`src/image_load_pkg.sv`:
```
`default_nettype none
package image_load_pkg;

  // ****************************************************************
  // Access port geometry
  // ****************************************************************
  localparam int unsigned ADDR_W = 12;
  localparam int unsigned DATA_W = 32;
  localparam int unsigned BE_W   = 4;
  localparam int unsigned DWA_W  = ADDR_W - 2;

  typedef logic [ADDR_W-1:0] addr_t;
  typedef logic [DATA_W-1:0] word_t;
  typedef logic [BE_W-1:0]   be_t;
  typedef logic [DWA_W-1:0]  dw_addr_t;

  localparam be_t BE_ALL = 4'hf;

  // ****************************************************************
  // Register byte offsets (configuration space)
  // ****************************************************************
  localparam addr_t OFF_PROG_CTRL   = 12'h22c;
  localparam addr_t OFF_STATUS      = 12'hb9e;
  localparam addr_t OFF_MODE_CTRL   = 12'hba0;
  localparam addr_t OFF_DATA_PORT   = 12'hba4;
  localparam addr_t OFF_DATA_ALIAS  = 12'hba8;
  localparam addr_t OFF_CREDIT      = 12'hbc8;

  // Status halfword sits in the upper half of its dword
  localparam int unsigned STATUS_SHIFT = 16;
  localparam int unsigned STATUS_W     = 16;

  // ****************************************************************
  // Status field positions
  // ****************************************************************
  localparam int unsigned ST_CORE_OK    = 10;
  localparam int unsigned ST_CLK_SEL    = 8;
  localparam int unsigned ST_DONE       = 7;
  localparam int unsigned ST_RUNNING    = 5;
  localparam int unsigned ST_LOAD_EN    = 4;
  localparam int unsigned ST_ERROR      = 3;
  localparam int unsigned ST_READY      = 2;

  // Index of each input in the synchronised status vector
  localparam int unsigned SI_CORE_OK = 0;
  localparam int unsigned SI_CLK_SEL = 1;
  localparam int unsigned SI_DONE    = 2;
  localparam int unsigned SI_RUNNING = 3;
  localparam int unsigned SI_LOAD_EN = 4;
  localparam int unsigned SI_ERROR   = 5;
  localparam int unsigned SI_READY   = 6;
  localparam int unsigned SI_CREDIT  = 7;
  localparam int unsigned SI_W       = 8;

  // ****************************************************************
  // Control field positions
  // ****************************************************************
  localparam int unsigned MC_LOAD_MODE = 0;
  localparam int unsigned MC_APP_OFF   = 1;
  localparam int unsigned PC_LOAD_REQ  = 0;
  localparam int unsigned PC_XFER      = 1;

  localparam int unsigned CREDIT_LSB   = 8;
  localparam int unsigned CREDIT_W     = 8;

  localparam word_t WORD_ZERO = 32'h0000_0000;

endpackage
`default_nettype wire

```
`src/level_sync.sv`:
```
`default_nettype none
module level_sync #(
  parameter int unsigned WIDTH = 8
) (
  input  wire logic             sys_clk,
  input  wire logic             rst,
  input  wire logic [WIDTH-1:0] async_in,
  output var  logic [WIDTH-1:0] sync_out
);

  typedef struct packed {
    logic [WIDTH-1:0] meta;
    logic [WIDTH-1:0] stable;
  } sync_state_t;

  sync_state_t state_reg;
  sync_state_t state_next;

  // First stage feeds only the second stage
  always_comb begin
    state_next.meta   = async_in;
    state_next.stable = state_reg.meta;
  end

  always_ff @(posedge sys_clk or posedge rst) begin
    if (rst) begin
      state_reg <= '0;
    end else begin
      state_reg <= state_next;
    end
  end

  assign sync_out = state_reg.stable;

endmodule
`default_nettype wire

```
`src/credit_total.sv`:
```
`default_nettype none
module credit_total #(
  parameter int unsigned WIDTH = 8
) (
  input  wire logic             sys_clk,
  input  wire logic             rst,
  input  wire logic             free_toggle,
  output var  logic [WIDTH-1:0] total
);

  typedef struct packed {
    logic             last;
    logic [WIDTH-1:0] count;
  } credit_state_t;

  credit_state_t state_reg;
  credit_state_t state_next;

  // Each toggle means one more 4k buffer is free; count wraps freely
  always_comb begin
    state_next      = state_reg;
    state_next.last = free_toggle;
    if (free_toggle != state_reg.last) begin
      state_next.count = state_reg.count + 1'b1;
    end
  end

  always_ff @(posedge sys_clk or posedge rst) begin
    if (rst) begin
      state_reg <= '0;
    end else begin
      state_reg <= state_next;
    end
  end

  assign total = state_reg.count;

endmodule
`default_nettype wire

```
`src/pcie_core_image_load_regs.sv`:
```
`default_nettype none
// Summary of operation
// - Status bit 10 shows the core image loaded successfully.
// - Status bit 7 shows protocol loading finished without error.
// - Status bit 5 is 1 while the fabric runs in user mode.
// - Status bit 4 shows the protocol load mode is enabled.
// - Status bit 3 mirrors the internal configuration error signal.
// - Status bit 2 resets to 0 then mirrors readiness for data.
// - Status bit 8 mirrors the fabric clock switch signal for debug.
// - Mode bit 1 set turns the application interface off; resets 0.
// - Mode bit 1 is writable only while load mode is enabled.
// - Reserved mode bit 2 always reads 0; host writes 0.
// - Each full-dword data word written goes to the config manager, except a BAR word in the same cycle as a config data word; resets 0.
// - Data port takes config writes, and BAR memory writes in load mode.
// - Program control bit 1 drives the transfer start output; resets 0.
// - Program control bit 0 requests an image transfer; resets 0.
// - Credit bits 15:8 hold low 8 bits of granted 4k credits.
// - Load enabled flag means the periphery image is already loaded.
module pcie_core_image_load_regs
  import image_load_pkg::*;
#(
  parameter int unsigned CREDIT_BITS = image_load_pkg::CREDIT_W
) (
  input  wire logic                        sys_clk,
  input  wire logic                        rst,
  // Configuration space access
  input  wire logic                        cfg_wr,
  input  wire logic                        cfg_rd,
  input  wire image_load_pkg::addr_t       cfg_addr,
  input  wire image_load_pkg::word_t       cfg_wdata,
  input  wire image_load_pkg::be_t         cfg_be,
  output var  image_load_pkg::word_t       cfg_rdata,
  output var  logic                        cfg_rd_valid,
  // Memory-space BAR writes, any address
  input  wire logic                        mem_wr,
  input  wire image_load_pkg::word_t       mem_wdata,
  input  wire image_load_pkg::be_t         mem_be,
  // Device status, from outside this clock domain
  input  wire logic                        core_load_ok_flag,
  input  wire logic                        fabric_clock_selected,
  input  wire logic                        load_complete_flag,
  input  wire logic                        fabric_running_flag,
  input  wire logic                        periph_image_loaded,
  input  wire logic                        load_error_flag,
  input  wire logic                        load_ready_flag,
  input  wire logic                        buffer_free_toggle,
  // Towards the configuration manager and fabric interface
  output var  logic                        app_interface_off,
  output var  logic                        transfer_begin,
  output var  logic                        load_request,
  output var  logic                        protocol_load_mode,
  output var  image_load_pkg::word_t       config_manager_data,
  output var  logic                        config_manager_valid
);
  import image_load_pkg::*;

  // ****************************************************************
  // Status inputs
  // ****************************************************************
  logic [SI_W-1:0]        raw_status;
  logic [SI_W-1:0]        sync_status;
  logic [CREDIT_BITS-1:0] credit_count;

  assign raw_status[SI_CORE_OK] = core_load_ok_flag;
  assign raw_status[SI_CLK_SEL] = fabric_clock_selected;
  assign raw_status[SI_DONE]    = load_complete_flag;
  assign raw_status[SI_RUNNING] = fabric_running_flag;
  assign raw_status[SI_LOAD_EN] = periph_image_loaded;
  assign raw_status[SI_ERROR]   = load_error_flag;
  assign raw_status[SI_READY]   = load_ready_flag;
  assign raw_status[SI_CREDIT]  = buffer_free_toggle;

  level_sync #(
    .WIDTH (SI_W)
  ) u_status_sync (
    .sys_clk  (sys_clk),
    .rst      (rst),
    .async_in (raw_status),
    .sync_out (sync_status)
  );

  credit_total #(
    .WIDTH (CREDIT_BITS)
  ) u_credit (
    .sys_clk     (sys_clk),
    .rst         (rst),
    .free_toggle (sync_status[SI_CREDIT]),
    .total       (credit_count)
  );

  // ****************************************************************
  // Decode helpers
  // ****************************************************************
  function automatic logic dw_hit(input addr_t a, input addr_t off);
    dw_hit = (a[ADDR_W-1:2] == off[ADDR_W-1:2]);
  endfunction

  function automatic logic is_data_port(input addr_t a);
    is_data_port = dw_hit(a, OFF_DATA_PORT) || dw_hit(a, OFF_DATA_ALIAS);
  endfunction

  // ****************************************************************
  // Register state
  // ****************************************************************
  typedef struct packed {
    logic  app_off;
    logic  load_mode;
    logic  xfer;
    logic  req;
    word_t data;
    logic  data_valid;
    word_t rdata;
    logic  rd_valid;
  } regs_state_t;

  regs_state_t state_reg;
  regs_state_t state_next;

  logic [STATUS_W-1:0] status_word;
  word_t               read_word;
  logic                load_en;
  logic                cfg_data_wr;
  logic                mem_data_wr;

  assign load_en = sync_status[SI_LOAD_EN];

  always_comb begin
    status_word              = '0;
    status_word[ST_CORE_OK]  = sync_status[SI_CORE_OK];
    status_word[ST_CLK_SEL]  = sync_status[SI_CLK_SEL];
    status_word[ST_DONE]     = sync_status[SI_DONE];
    status_word[ST_RUNNING]  = sync_status[SI_RUNNING];
    status_word[ST_LOAD_EN]  = load_en;
    status_word[ST_ERROR]    = sync_status[SI_ERROR];
    status_word[ST_READY]    = sync_status[SI_READY];
  end

  // Unmapped dwords and reserved bits read as zero
  always_comb begin
    read_word = WORD_ZERO;
    if (dw_hit(cfg_addr, OFF_STATUS)) begin
      read_word[STATUS_SHIFT +: STATUS_W] = status_word;
    end else if (dw_hit(cfg_addr, OFF_MODE_CTRL)) begin
      read_word[MC_LOAD_MODE] = state_reg.load_mode;
      read_word[MC_APP_OFF]   = state_reg.app_off;
    end else if (is_data_port(cfg_addr)) begin
      read_word = state_reg.data;
    end else if (dw_hit(cfg_addr, OFF_PROG_CTRL)) begin
      read_word[PC_LOAD_REQ] = state_reg.req;
      read_word[PC_XFER]     = state_reg.xfer;
    end else if (dw_hit(cfg_addr, OFF_CREDIT)) begin
      read_word[CREDIT_LSB +: CREDIT_BITS] = credit_count;
    end
  end

  // Partial-dword data writes are dropped rather than sent half-formed
  assign cfg_data_wr = cfg_wr && is_data_port(cfg_addr) && (cfg_be == BE_ALL);
  assign mem_data_wr = mem_wr && state_reg.load_mode && (mem_be == BE_ALL);

  always_comb begin
    state_next            = state_reg;
    state_next.data_valid = 1'b0;
    state_next.rd_valid   = cfg_rd;
    if (cfg_rd) begin
      state_next.rdata = read_word;
    end
    if (cfg_wr && dw_hit(cfg_addr, OFF_MODE_CTRL) && cfg_be[0]) begin
      state_next.load_mode = cfg_wdata[MC_LOAD_MODE];
      // Read-only unless protocol loading is enabled
      if (load_en) begin
        state_next.app_off = cfg_wdata[MC_APP_OFF];
      end
    end
    if (cfg_wr && dw_hit(cfg_addr, OFF_PROG_CTRL) && cfg_be[0]) begin
      state_next.req  = cfg_wdata[PC_LOAD_REQ];
      state_next.xfer = cfg_wdata[PC_XFER];
    end
    // Config write wins if both arrive in one cycle; host never does this
    if (cfg_data_wr) begin
      state_next.data       = cfg_wdata;
      state_next.data_valid = 1'b1;
    end else if (mem_data_wr) begin
      state_next.data       = mem_wdata;
      state_next.data_valid = 1'b1;
    end
  end

  always_ff @(posedge sys_clk or posedge rst) begin
    if (rst) begin
      state_reg <= '0;
    end else begin
      state_reg <= state_next;
    end
  end

  // ****************************************************************
  // Outputs
  // ****************************************************************
  assign cfg_rdata            = state_reg.rdata;
  assign cfg_rd_valid         = state_reg.rd_valid;
  assign app_interface_off    = state_reg.app_off;
  assign transfer_begin       = state_reg.xfer;
  assign load_request         = state_reg.req;
  assign protocol_load_mode   = state_reg.load_mode;
  assign config_manager_data  = state_reg.data;
  assign config_manager_valid = state_reg.data_valid;

endmodule
`default_nettype wire

```
`config.mk`:
```
export PLATFORM = sky130hd
export DESIGN_NAME = pcie_core_image_load_regs
export DESIGN_NICKNAME = d
export VERILOG_FILES = /design/src/image_load_pkg.sv /design/src/level_sync.sv /design/src/credit_total.sv /design/src/pcie_core_image_load_regs.sv
export SDC_FILE = /design/constraint.sdc
export NUM_CORES = 1
export LEC_CHECK = 0
export ABC_AREA = 1
export BUFFER_PORTS_ARGS = -buffer_cell sky130_fd_sc_hd__buf_4
export CAP_MARGIN = 15
export CORE_MARGIN = 4
export CORE_UTILIZATION = 54
export DETAILED_ROUTE_END_ITERATION = 16
export PLACE_DENSITY = 0.87
export SETUP_SLACK_MARGIN = 0.4
export SYNTH_ARGS = -nofsm -noshare
export SYNTH_HDL_FRONTEND = slang
export SYNTH_HIERARCHICAL = 1
export SYNTH_SLANG_ARGS = --single-unit
```
`constraint.sdc`:
```
create_clock -name sys_clk -period 3.4 [get_ports sys_clk]
set_input_delay 0.34 -clock sys_clk [delete_from_list [all_inputs] [get_ports sys_clk]]
set_output_delay 0.34 -clock sys_clk [all_outputs]
set_load 0.05 [all_outputs]
```
==> results.txt <==
----------------------------------------------------
[Clocking]
  Clock sinks ... 95
  Number of setup buffers added after CTS ... 0
  Max Buffers Root-to-Sink ... 2
  Number of buffers created by CTS ... 9
  Clock transition at the registers of the reported paths ... 0.11 ns
  Number of gates resized after cts ... 0
  Root buffer cell ... sky130_fd_sc_hd__clkbuf_8
  Clock Latency Late Sink ... 0.37 ns
  CTS H-tree depth ... 3
  Hold buffer count at CTS ... 1
  TritonCTS clock tree ... done

[Die]
  Die width ... 102 microns
  DIE AREA ... 0.0103 sq mm
  Vertical die dimension ... 102 microns
  Initial core utilization ... 56.4%
  Site row count ... 33
  I/O pin total ... 167
  Core region area ... 0.00838 sq mm

[Synthesis]
  Number of warnings printed during yosys synthesis ... 6
  Post-synthesis sequential element count ... 95
  Syn Nets ... 702
  Mean post-synth cell area ... 7.82 sq um
  Distinct cell type count after synthesis ... 24
  Post-Syn Instances ... 604
  Sequential-to-total area share from yosys stat ... 50.3%
  Cell area after technology mapping ... 0.00472 sq mm

[STA]
  Final worst path period need ... 2.28 ns
  Accumulated negative setup slack ... 0 ns
  Slew of the pin with the lowest slew margin ... 1.09 ns
  Setup repair after global routing missed its margin ... false
  Peak clock frequency supported by timing ... 439 MHz
  Final hold violation count ... 0
  Max-slew violation count ... 0
  Fin Clk Skew ... 0.0137 ns
  Final period utilization ... 66.9%
  Total of endpoints with negative setup slack in the final report ... 0
  Worst hold margin ... 0.0665 ns
  Relative slew slack ... 27.3%

[Pwr]
  Total Power ... 2.26 mW
  Power density over the cells ... 370 mW/mm^2
  Lkg Pwr ... 3.52 nW
  Maximum vdd drop ... 0.000175 V

[Flow run]
  Number of max-cap violations ... 0

[Global routing]
  Antenna violations before repair ... 0
  Number of global-route vias before repair ... 4469
  Global-route total usage across every layer ... 26.5%
  Maximum number of pins on one net before global-route repair ... 38
  Remaining global-route overflow ... 0
  Global-route wire length before repair ... 21.3 mm

[Cells and area]
  Most frequent cells in the layout ... sky130_fd_sc_hd__nand2_1, sky130_fd_sc_hd__buf_4, sky130_fd_sc_hd__nor2_1
  Ant. Diodes ... 0
  Commonest non-fill, non-tap cell in the layout ... sky130_fd_sc_hd__nand2_1
  Area growth syn-to-layout ... 29.1%
  Final #Nets ... 850
  Share of post-route cells with drive strength above 1 ... 26.6%
  Post-Layout Cell Count ... 862

[Placed design]
  Port buffer count ... 164
  RD Place Congestion ... 0.817
  DP HPWL ... 9.91 mm
  Cell total after placement ... 845

[Worst setup path]
  Critical register-to-register path startpoint ... protocol_load_mode
  Critical path startpoint ... cfg_addr[10]
  Kind of end point of the critical path ... flop
  Endpoint of the worst register-to-register path ... config_manager_data[29]
  Destination of the critical timing path ... config_manager_data[3]
  CP max FO ... 35
  Depth of the most critical reg-to-reg path ... 7
  Arrival time reported for the critical path endpoint ... 2.56 ns
  Critical path class ... in -> reg
  CP required ... 3.68 ns
  Worst-case register-to-register setup slack ... 1.76 ns
  Category of the worst setup path launch point ... input pin

[Route]
  Drc violations ... 0
  Vias after detailed routing ... 4494
  Detailed-router iteration count before antenna repair ... 5
  Final Routed Wirelength ... 13.3 mm
  Vias per std cell ... 5.21
  Number of nets with antenna violations after routing ... 0
  Detailed-route wire length per cell ... 15.4 microns
  Initial drt markers ... 296

[Worst hold path]
  Hold WC Path Type ... in -> reg
  Beginning of the worst hold path ... load_complete_flag

[Status]
  Status ... complete, no violations

----------------------------------------------------
## metrics by stage
step,worst slack [ns],utilization (%),cell area [sq um]
CTS,1.17,72.7,6100
finish,1.12,72.7,6100
detailed placement,0.795,70.4,5900
floorplan,1.29,-,4720
global route,0.891,72.7,6100
global placement,0.886,70.4,5900
## cell type report
class	instances	area (sq um)
Timing Repair Buffer	170	1280
Clock buffer	9	124
Inverter	42	158
Tap cell	105	131
Fill cell	639	2280
Clock inverter	7	62.6
Sequential cell	95	2380
Multi-Input combinational cell	434	1970
## synth_stat cells
cell / count / share of area (%)
sky130_fd_sc_hd__nand2_1: 191 / 15
sky130_fd_sc_hd__nor2_1: 120 / 9.5
sky130_fd_sc_hd__dfrtp_1: 95 / 50
sky130_fd_sc_hd__nand3_1: 58 / 6.1
sky130_fd_sc_hd__inv_1: 42 / 3.3
sky130_fd_sc_hd__nand3b_1: 30 / 4.8
sky130_fd_sc_hd__clkbuf_1: 10 / 0.79
sky130_fd_sc_hd__buf_4: 9 / 1.4
sky130_fd_sc_hd__buf_6: 8 / 1.9
sky130_fd_sc_hd__a21oi_1: 7 / 0.74
sky130_fd_sc_hd__buf_2: 6 / 0.64
sky130_fd_sc_hd__nand4_1: 6 / 0.79
sky130_fd_sc_hd__nor2_2: 3 / 0.40
sky130_fd_sc_hd__nor2_4: 3 / 0.72
sky130_fd_sc_hd__xnor2_1: 3 / 0.56
sky130_fd_sc_hd__nand2_2: 2 / 0.26
sky130_fd_sc_hd__nand2_4: 2 / 0.48
sky130_fd_sc_hd__nand3_2: 2 / 0.42
sky130_fd_sc_hd__o21ai_0: 2 / 0.21
sky130_fd_sc_hd__ha_1: 1 / 0.26
sky130_fd_sc_hd__nand3_4: 1 / 0.37
sky130_fd_sc_hd__nor2_8: 1 / 0.42
sky130_fd_sc_hd__nor3_1: 1 / 0.11
sky130_fd_sc_hd__xor2_1: 1 / 0.19
## how the worst min path moves through the flow
stage / slack (ns) / cells past startpoint / endpoint
detailed placement: 0.30 / 2 / cfg_rd_valid
global route: 0.04 / 1 / u_status_sync/state_next[3]
finish: 0.07 / 1 / u_status_sync/state_next[2]
floorplan: 0.17 / 1 / u_credit/state_reg[8]
global placement: 0.28 / 2 / cfg_rd_valid
CTS: 0.06 / 1 / u_status_sync/state_next[2]
## critical path: stages
cell and delay, ns:
sky130_fd_sc_hd__buf_4 0.12, sky130_fd_sc_hd__inv_1 0.06, sky130_fd_sc_hd__nand2_1 0.06, sky130_fd_sc_hd__nor2_2 0.43
sky130_fd_sc_hd__nand2_1 0.18, sky130_fd_sc_hd__nor2_4 0.41, sky130_fd_sc_hd__nand2_4 0.35, sky130_fd_sc_hd__nand2_4 0.41
sky130_fd_sc_hd__nor2_1 0.07, sky130_fd_sc_hd__nor2_1 0.11
## kinds of logic after synthesis
logic type	Yosys count	share of synthesized area (%)
AOI/OAI and AO/OA	9	0.954
buffers and inverters	75	8.11
DFF	95	50.3
xor gates and xnor gates	4	0.742
adders and majority gates	1	0.265
and+or+nand+nor	420	39.6
## power breakdown
part | switching [mW] | leakage [nW] | internal, mW
clock | 0.428 | 0.0976 | 0.281
combinational | 0.172 | 2.16 | 0.139
sequential | 0.0568 | 1.27 | 1.18
total | 0.656 | 3.52 | 1.60
## per-layer routing
metal | global-route usage, % | vias up | part of all wire (%)
met5 | 0 | - | 0
met4 | 10.7 | 0 | 2.4
met3 | 5.17 | 24 | 6.9
met2 | 44.1 | 188 | 51
met1 | 34.1 | 2111 | 39
li1 | - | 2171 | -
No activity file was read; power rests on OpenSTA's default activity.
